### src/hw/flash_word_pkg.sv
// shared constants and types of the single word flash programmer
package flash_word_pkg;
  // register byte offsets (low address bits decoded)
  localparam logic [7:0] OFS_CTRL  = 8'h00;
  localparam logic [7:0] OFS_KEY   = 8'h04;
  localparam logic [7:0] OFS_PTR   = 8'h08;
  localparam logic [7:0] OFS_LATCH = 8'h0C;
  localparam logic [7:0] OFS_STORE = 8'h10;
  localparam logic [7:0] OFS_HOLD  = 8'h14;
  // flash_control_reg fields
  localparam int CTRL_LAUNCH_BIT = 1;
  localparam int CTRL_PERMIT_BIT = 2;
  localparam int CTRL_REJECT_BIT = 3;
  localparam int CTRL_SPM_BIT    = 5;
  // table_store_op field
  localparam int STORE_INC_BIT = 0;
  // unlock key pair
  localparam logic [7:0] KEY_FIRST  = 8'h55;
  localparam logic [7:0] KEY_SECOND = 8'hAA;
  // widths and reset values
  localparam int         PTR_W     = 22;
  localparam int         BYTE_W    = 8;
  localparam logic [2:0] SIZE_WORD = 3'h2;
  localparam logic [PTR_W-1:0]  PTR_RST   = 22'h000000;
  localparam logic [BYTE_W-1:0] LATCH_RST = 8'h00;
  localparam logic [BYTE_W-1:0] HOLD_RST  = 8'hFF;
  // word_program_time: value arbitrary, no figure available
  localparam int CLK_MHZ           = 25;
  localparam int WORD_PROG_TIME_US = 1000;
  localparam int WORD_PROG_CYCLES  = WORD_PROG_TIME_US * CLK_MHZ;

  typedef enum logic [1:0] {
    KEY_IDLE = 2'b00,
    KEY_ONE  = 2'b01,
    KEY_TWO  = 2'b11
  } key_state_t;
endpackage

### src/hw/prog_if.sv
// handshake between the sequencer and its program timer
`timescale 1ns/10ps
`default_nettype none
interface prog_if;
  logic start;
  logic busy;
  logic done;
  modport ctl (output start, input busy, input done);
  modport tmr (input start, output busy, output done);
endinterface
`default_nettype wire

### src/hw/prog_timer.sv
// word program timer: holds busy for a fixed number of cycles
`timescale 1ns/10ps
`default_nettype none
module prog_timer #(
  parameter int CYCLES = flash_word_pkg::WORD_PROG_CYCLES
) (
  input  wire logic clk,   // core clock
  input  wire logic rst,   // synchronous reset
  prog_if.tmr       pi     // start in, busy and done out
);
  logic        busy_q;
  logic        done_q;
  logic [31:0] cnt_q;

  always_ff @(posedge clk) begin
    if (rst) begin
      busy_q <= 1'b0;
      cnt_q  <= 32'h0000_0000;
    end else if (pi.start && !busy_q) begin
      busy_q <= 1'b1;
      cnt_q  <= 32'(CYCLES - 1);
    end else if (busy_q && cnt_q == 32'h0000_0000) begin
      busy_q <= 1'b0;
    end else if (busy_q) begin
      cnt_q <= cnt_q - 32'h0000_0001;
    end
  end

  always_ff @(posedge clk) begin
    if (rst) begin
      done_q <= 1'b0;
    end else begin
      done_q <= busy_q && cnt_q == 32'h0000_0000;
    end
  end

  assign pi.busy = busy_q;
  assign pi.done = done_q;

  ////////////////////////////////////////////////////////////////////////////
  timer_start_a: assert property (@(posedge clk) disable iff (rst)
    pi.start && !busy_q |=> busy_q)
    else $error("timer did not start");

  done_pulse_a: assert property (@(posedge clk) disable iff (rst)
    $fell(busy_q) |-> pi.done)
    else $error("no done pulse at end of program time");
endmodule
`default_nettype wire

### src/hw/flash_word_prog.sv
// single word flash program sequencer with an ahb-lite register port
// What this block and its software do
// Launch needs program-permit and single-pair-mode; it writes two bytes.
// Software targets only erased words; no erase is done here.
// Software loads the table pointer with an even word address first.
// A table store copies the latch into the byte picked by pointer bit 0.
// Store one gives the low byte with post-increment, store two the high.
// The second store leaves the table pointer where it is.
// At launch the pointer is on the high byte and gives the word address.
// A launch not directly after key writes 55h then AAh is rejected.
// Setting the launch bit after a good key pair starts the word write.
// The core stalls for the whole program time, then is released.
// Software masks interrupts around the key pair and launch.
// Software clears single-pair-mode and program-permit after the write.
`timescale 1ns/10ps
`default_nettype none
module flash_word_prog #(
  parameter int PROG_CYCLES = flash_word_pkg::WORD_PROG_CYCLES
) (
  input  wire logic        CORE_CLK,    // core clock, 25 MHz
  input  wire logic        RST,         // synchronous reset, high
  input  wire logic        HSEL,        // ahb slave select
  input  wire logic [31:0] HADDR,       // ahb address
  input  wire logic [1:0]  HTRANS,      // ahb transfer type
  input  wire logic        HWRITE,      // ahb write
  input  wire logic [2:0]  HSIZE,       // ahb size
  input  wire logic [31:0] HWDATA,      // ahb write data
  input  wire logic        HREADY,      // ahb ready in
  output var  logic        HREADYOUT,   // ahb ready out
  output var  logic        HRESP,       // ahb response, always okay
  output var  logic [31:0] HRDATA,      // ahb read data
  output var  logic        CPU_STALL,   // core stall during programming
  output var  logic        FLASH_PROG,  // array program strobe, level
  output var  logic [flash_word_pkg::PTR_W-2:0] FLASH_ADDR, // word address
  output var  logic [15:0] FLASH_DATA   // word to program
);
  localparam int PW = flash_word_pkg::PTR_W;
  localparam int BW = flash_word_pkg::BYTE_W;

  prog_if pi ();

  prog_timer #(
    .CYCLES (PROG_CYCLES)
  ) u_timer (
    .clk (CORE_CLK),
    .rst (RST),
    .pi  (pi.tmr)
  );

  ////////////////////////////////////////////////////////////////////////////
  // bus data phase
  logic       dp_valid_q;
  logic       dp_write_q;
  logic [7:0] dp_addr_q;
  logic       wr;
  logic       sel_ctrl;
  logic       sel_key;
  logic       sel_ptr;
  logic       sel_latch;
  logic       sel_store;

  always_ff @(posedge CORE_CLK) begin
    if (RST) begin
      dp_valid_q <= 1'b0;
      dp_write_q <= 1'b0;
      dp_addr_q  <= 8'h00;
    end else if (HREADY) begin
      dp_valid_q <= HSEL && HTRANS[1];
      dp_write_q <= HWRITE && HSIZE == flash_word_pkg::SIZE_WORD;
      dp_addr_q  <= HADDR[7:0];
    end
  end

  // any access while programming waits, so the core cannot run on
  assign HREADYOUT = !(pi.busy && dp_valid_q);
  assign HRESP     = 1'b0;
  assign wr        = dp_valid_q && dp_write_q && HREADYOUT;
  assign sel_ctrl  = dp_addr_q == flash_word_pkg::OFS_CTRL;
  assign sel_key   = dp_addr_q == flash_word_pkg::OFS_KEY;
  assign sel_ptr   = dp_addr_q == flash_word_pkg::OFS_PTR;
  assign sel_latch = dp_addr_q == flash_word_pkg::OFS_LATCH;
  assign sel_store = dp_addr_q == flash_word_pkg::OFS_STORE;

  ////////////////////////////////////////////////////////////////////////////
  // unlock key pair
  flash_word_pkg::key_state_t key_q;
  flash_word_pkg::key_state_t key_d;

  always_comb begin
    key_d = flash_word_pkg::KEY_IDLE;
    if (!wr) begin
      key_d = key_q;
    end else if (sel_key) begin
      case (key_q)
        flash_word_pkg::KEY_ONE: begin
          if (HWDATA[7:0] == flash_word_pkg::KEY_SECOND) begin
            key_d = flash_word_pkg::KEY_TWO;
          end else if (HWDATA[7:0] == flash_word_pkg::KEY_FIRST) begin
            key_d = flash_word_pkg::KEY_ONE;
          end
        end
        default: begin
          if (HWDATA[7:0] == flash_word_pkg::KEY_FIRST) begin
            key_d = flash_word_pkg::KEY_ONE;
          end
        end
      endcase
    end
  end

  // any other word-sized write, the launch included, spends the key
  always_ff @(posedge CORE_CLK) begin
    if (RST) begin
      key_q <= flash_word_pkg::KEY_IDLE;
    end else begin
      key_q <= key_d;
    end
  end

  ////////////////////////////////////////////////////////////////////////////
  // control bits and launch
  logic permit_q;
  logic spm_q;
  logic reject_q;
  logic launch_req;
  logic launch_ok;

  assign launch_req = wr && sel_ctrl
                      && HWDATA[flash_word_pkg::CTRL_LAUNCH_BIT];
  assign launch_ok  = launch_req && !pi.busy
                      && HWDATA[flash_word_pkg::CTRL_PERMIT_BIT]
                      && HWDATA[flash_word_pkg::CTRL_SPM_BIT]
                      && key_q == flash_word_pkg::KEY_TWO;
  assign pi.start   = launch_ok;

  always_ff @(posedge CORE_CLK) begin
    if (RST) begin
      permit_q <= 1'b0;
      spm_q    <= 1'b0;
    end else if (wr && sel_ctrl) begin
      permit_q <= HWDATA[flash_word_pkg::CTRL_PERMIT_BIT];
      spm_q    <= HWDATA[flash_word_pkg::CTRL_SPM_BIT];
    end
  end

  // sticky, write one to clear; a new reject wins over the clear
  always_ff @(posedge CORE_CLK) begin
    if (RST) begin
      reject_q <= 1'b0;
    end else if (launch_req && !launch_ok) begin
      reject_q <= 1'b1;
    end else if (wr && sel_ctrl
                 && HWDATA[flash_word_pkg::CTRL_REJECT_BIT]) begin
      reject_q <= 1'b0;
    end
  end

  ////////////////////////////////////////////////////////////////////////////
  // table pointer, table latch and holding bytes
  logic [PW-1:0] ptr_q;
  logic [BW-1:0] latch_q;
  logic [BW-1:0] hold_q [2];

  always_ff @(posedge CORE_CLK) begin
    if (RST) begin
      ptr_q <= flash_word_pkg::PTR_RST;
    end else if (wr && sel_ptr) begin
      ptr_q <= HWDATA[PW-1:0];
    end else if (wr && sel_store
                 && HWDATA[flash_word_pkg::STORE_INC_BIT]) begin
      ptr_q <= ptr_q + {{(PW-1){1'b0}}, 1'b1};
    end
  end

  always_ff @(posedge CORE_CLK) begin
    if (RST) begin
      latch_q <= flash_word_pkg::LATCH_RST;
    end else if (wr && sel_latch) begin
      latch_q <= HWDATA[BW-1:0];
    end
  end

  always_ff @(posedge CORE_CLK) begin
    if (RST) begin
      hold_q[0] <= flash_word_pkg::HOLD_RST;
      hold_q[1] <= flash_word_pkg::HOLD_RST;
    end else if (wr && sel_store) begin
      hold_q[ptr_q[0]] <= latch_q;
    end
  end

  ////////////////////////////////////////////////////////////////////////////
  // array side
  always_ff @(posedge CORE_CLK) begin
    if (RST) begin
      FLASH_ADDR <= '0;
      FLASH_DATA <= 16'hFFFF;
    end else if (launch_ok) begin
      FLASH_ADDR <= ptr_q[PW-1:1];
      FLASH_DATA <= {hold_q[1], hold_q[0]};
    end
  end

  assign FLASH_PROG = pi.busy;
  assign CPU_STALL  = pi.busy;

  ////////////////////////////////////////////////////////////////////////////
  // read side
  function automatic logic [31:0] rd_word(input logic [7:0] a,
                                          input logic       bsy);
    logic [31:0] r;
    r = 32'h0000_0000;
    case (a)
      flash_word_pkg::OFS_CTRL: begin
        r[flash_word_pkg::CTRL_LAUNCH_BIT] = bsy;
        r[flash_word_pkg::CTRL_PERMIT_BIT] = permit_q;
        r[flash_word_pkg::CTRL_REJECT_BIT] = reject_q;
        r[flash_word_pkg::CTRL_SPM_BIT]    = spm_q;
      end
      flash_word_pkg::OFS_PTR:   r[PW-1:0] = ptr_q;
      flash_word_pkg::OFS_LATCH: r[BW-1:0] = latch_q;
      flash_word_pkg::OFS_HOLD:  r[15:0]   = {hold_q[1], hold_q[0]};
      default:                   r         = 32'h0000_0000;
    endcase
    return r;
  endfunction

  // a stalled read only completes once the write is over, so it reports
  // the launch bit as already clear
  always_ff @(posedge CORE_CLK) begin
    if (RST) begin
      HRDATA <= 32'h0000_0000;
    end else if (HREADY && HSEL && HTRANS[1] && !HWRITE) begin
      HRDATA <= rd_word(HADDR[7:0], pi.busy);
    end else if (dp_valid_q && !HREADYOUT) begin
      HRDATA <= rd_word(dp_addr_q, 1'b0);
    end
  end

  ////////////////////////////////////////////////////////////////////////////
  // checks
  logic [31:0] stall_cnt_q;

  always_ff @(posedge CORE_CLK) begin
    if (RST || launch_ok) begin
      stall_cnt_q <= 32'h0000_0000;
    end else if (CPU_STALL) begin
      stall_cnt_q <= stall_cnt_q + 32'h0000_0001;
    end
  end

  launch_permit_a: assert property (
    @(posedge CORE_CLK) disable iff (RST)
    launch_ok |=> permit_q && spm_q && FLASH_PROG)
    else $error("write launched without permit and word mode");

  hold_store_a: assert property (@(posedge CORE_CLK) disable iff (RST)
    wr && sel_store |=> hold_q[$past(ptr_q[0])] == $past(latch_q))
    else $error("holding byte not loaded from latch");

  target_word_a: assert property (@(posedge CORE_CLK) disable iff (RST)
    launch_ok |=> FLASH_ADDR == $past(ptr_q[PW-1:1])
                  && FLASH_DATA == {$past(hold_q[1]), $past(hold_q[0])})
    else $error("wrong word address or data at launch");

  key_order_a: assert property (@(posedge CORE_CLK) disable iff (RST)
    $rose(FLASH_PROG) |-> $past(key_q, 2) == flash_word_pkg::KEY_TWO
                          && key_q == flash_word_pkg::KEY_IDLE)
    else $error("write started without key pair");

  bad_launch_a: assert property (@(posedge CORE_CLK) disable iff (RST)
    launch_req && key_q != flash_word_pkg::KEY_TWO && !pi.busy
    |=> reject_q && !FLASH_PROG ##1 !FLASH_PROG)
    else $error("unkeyed launch not rejected");

  launch_start_a: assert property (
    @(posedge CORE_CLK) disable iff (RST)
    launch_req && !pi.busy && key_q == flash_word_pkg::KEY_TWO
    && HWDATA[flash_word_pkg::CTRL_PERMIT_BIT]
    && HWDATA[flash_word_pkg::CTRL_SPM_BIT]
    |=> FLASH_PROG && CPU_STALL && !reject_q)
    else $error("keyed launch did not start");

  stall_len_a: assert property (@(posedge CORE_CLK) disable iff (RST)
    $fell(CPU_STALL) |-> stall_cnt_q == 32'(PROG_CYCLES))
    else $error("stall length differs from program time");

  stall_bus_a: assert property (@(posedge CORE_CLK) disable iff (RST)
    CPU_STALL |-> $stable(ptr_q) && $stable(latch_q) && !wr)
    else $error("register changed during stall");
endmodule
`default_nettype wire

### config.mk
export PLATFORM = sky130hd
export DESIGN_NAME = flash_word_prog
export DESIGN_NICKNAME = d
export VERILOG_FILES = /design/src/hw/flash_word_pkg.sv /design/src/hw/prog_if.sv /design/src/hw/prog_timer.sv /design/src/hw/flash_word_prog.sv
export SDC_FILE = /design/constraint.sdc
export NUM_CORES = 1
export LEC_CHECK = 0
export ABC_AREA = 1
export CAP_MARGIN = 30
export CORE_AREA = 2 2 116 118
export DETAILED_ROUTE_END_ITERATION = 8
export DIE_AREA = 0 0 118 120
export DONT_BUFFER_PORTS = 1
export PLACE_DENSITY = 0.89
export SKIP_CTS_REPAIR_TIMING = 1
export SYNTH_ARGS = -nofsm -noshare
export SYNTH_HDL_FRONTEND = slang
export SYNTH_SLANG_ARGS = --single-unit
### constraint.sdc
create_clock -name CORE_CLK -period 4.76 [get_ports CORE_CLK]
set_clock_uncertainty 0.1 [all_clocks]
set_input_delay 0 -clock CORE_CLK [delete_from_list [all_inputs] [get_ports CORE_CLK]]
set_output_delay 0 -clock CORE_CLK [all_outputs]
set_load 0.01 [all_outputs]
==> results.yml <==
final_layout:
  fin_area_sq_um: 9205
  drive_gt1_share_pct: 4.535
  nets: 1343
  post-route-util_pct: 70.92
  insertedDiodeCount: 0
  fin_cells: 1455
  area_delta_synth_final_pct: 12.08
  fillers: 1057
routing:
  via_per_inst: 5.890
  dr_total_vias: 8570
  avgRoutedWirePerCell_um: 17.48
  post-route-drc-count: 0
  dr.pass1.iters: 6
  postRouteAntennaNets: 0
  postRouteWirelength_um: 25440
  drt_iter0_drc: 860
yosys:
  synth_warnings: 0
  syn_area_sq_um: 8213
  syn_inst: 1243
  syn-mean-instance-area_sq_um: 6.607
  synth.distinct_cells: 38
  yosysSeqAreaShare_pct: 39.24
  synth-edff-count: 16
  ys.flop_type: "dfxtp_1"
  synth-async-reset-ratio_pct: 0
  ys_seq_elements: 153
sta:
  finalSetupTns_ns: 0
  fin_hold_ws_ns: 0.01242
  worst_slack_ns: 1.161
  rsz0062_at_grt: "no"
  hold_viol: 0
  slew_headroom_pct: 37.94
  worst_pin_slew_ns: 0.9238
  finalCriticalPeriod_ns: 3.599
  drv_slew: 0
  finalSetupViolCount: 0
  finalCritPeriodShare_pct: 75.60
  fmax_ghz: 0.2779
setup_path:
  crit_type: "in -> reg"
  critPathMaxFanout: 20
  critPathArrivalTime_ns: 3.82
  crit_required_ns: 4.98
  worstSetupEndpointType: "flip-flop"
  cp-start-kind: "primary input"
power:
  cellLeakagePower_nw: 3.992
  irDropWorstVdd_uv: 265.1
  power_mw: 2.784
  p_per_area_nw_per_um2: 302.4
placement:
  place_inst: 1378
  dp_slack_ns: 1.629
  io_buffers: 0
  dpl.hpwl_um: 17000
  placed_cell_area_sq_um: 8169
  gp_congestion: 0.9384
cts:
  htree_levels: 4
  root_buffer: "clkbuf_16"
  numCtsBuffers: 17
  clock_latency_ns: 0.43
  clock-sinks: 153
  clockBufferDepth: 2
  cts_tree: "yes"
  clk_pin_slew_worst_paths_ns: 0.06
hold_path:
  hold_path_class: "in -> reg"
die:
  die_h_um: 120
  initial_core_util_pct: 63.27
  rows: 42
  ioPinCount: 147
  die_w_um: 118
  die-area_sq_um: 14160
  core_sq_um: 12980
global_routing:
  grt_pass1_wl_um: 38720
  grt.total_usage_pct: 34.71
  grt_overflow: 0
  antenna_found_initial: 0
  grt_max_degree: 85
  first_global_vias: 7840
run:
  drv_cap: 0
status:
  status: "finished clean"
## cell type report
cell class,instances,area [sq um],area share (%)
clock buffer,18,429.2,4.662
inverter,130,488.0,5.301
tap,176,220.2,2.392
timing repair buffer,48,480.5,5.220
clock inverter,14,146.4,1.590
sequential,153,3223,35.01
multi-input combinational,916,4218,45.82
## placed cells by master (no fill, tap or decap), drive strengths merged
cell,n
nor3,11
nor4,1
edfxtp,16
o211ai,14
nand2,364
xnor2,5
xor2,20
o31ai,1
o221ai,1
o21bai,1
nand3b,3
a31oi,6
conb,11
clkbuf,18
dlygate4sd3,44
bufinv,2
a21oi,96
or2,1
clkinv,9
o21ai,89
nor2,162
o22ai,12
buf,4
dfxtp,137
inv,133
a21boi,6
ha,3
nand4,17
nand3,92
## final timing paths
check	startpoint	endpoint	slack, ns	cells past startpoint
max	HREADY	HRDATA[19]	1.16	10
min	HADDR[4]	HRDATA[15]	0.01	6
max reg2reg	u_timer.pi.busy	reject_q	1.39	7
min reg2reg	u_timer.cnt_q[23]	u_timer.cnt_q[23]	0.38	2
## report_power, final
group          internal [mW]  switching [mW]
Combinational         0.0408          0.0813
Sequential              1.31         0.00736
Clock                  0.775           0.572
Total                   2.12           0.661
## cells in the mapped netlist, types with 7 or more instances
| master | number | share of area [%] |
|---|---|---|
| buf_2 | 14 | 0.85 |
| o22ai_1 | 12 | 0.91 |
| inv_1 | 125 | 5.7 |
| edfxtp_1 | 16 | 5.9 |
| xor2_1 | 20 | 2.1 |
| nor3_1 | 10 | 0.61 |
| buf_4 | 15 | 1.4 |
| nor2_2 | 7 | 0.53 |
| nor2_1 | 155 | 7.1 |
| o211ai_1 | 14 | 1.3 |
| dfxtp_1 | 137 | 33 |
| nand2_1 | 357 | 16 |
| nand4_1 | 17 | 1.3 |
| clkbuf_1 | 18 | 0.82 |
| nand3_1 | 91 | 5.5 |
| o21ai_0 | 88 | 5.4 |
| a21oi_1 | 95 | 5.8 |
## critical path, stage by stage
cell,delay [ns]
dlygate4sd3_1,0.76
nand3_1,0.22
nor2_2,0.04
dlygate4sd3_1,0.57
buf_4,0.22
nor2_2,0.62
inv_1,0.51
nand3_1,0.23
a21oi_1,0.07
dlygate4sd3_1,0.55
## sequential cells by signal, summed over array words and instances (netlist names), 8 cells and up
name and cells:
u_timer.cnt_q 32, HRDATA 22, ptr_q 22, FLASH_ADDR 21
FLASH_DATA 16, hold_q 16, dp_addr_q 8, latch_q 8
## per-layer routing
layer	wire, um	global-route usage (%)
met2	12130	59.30
met3	2335	8.983
met5	0	0
met1	9367	39.30
met4	1603	20.18
## cells by family (layout without fill, tap and decap cells)
group	Yosys count	count (layout)	synth area share, %
AND/OR/NAND/NOR	651	651	32.92
AO/OA/AOI/OAI	226	226	14.81
buffers and inverters	184	210	9.857
flip-flops	153	153	39.24
XOR/XNOR	25	25	2.666
adder cells (fa/ha/maj)	3	3	0.4571
other	1	11	0.04566
No activity file was read; power rests on OpenSTA's default activity.
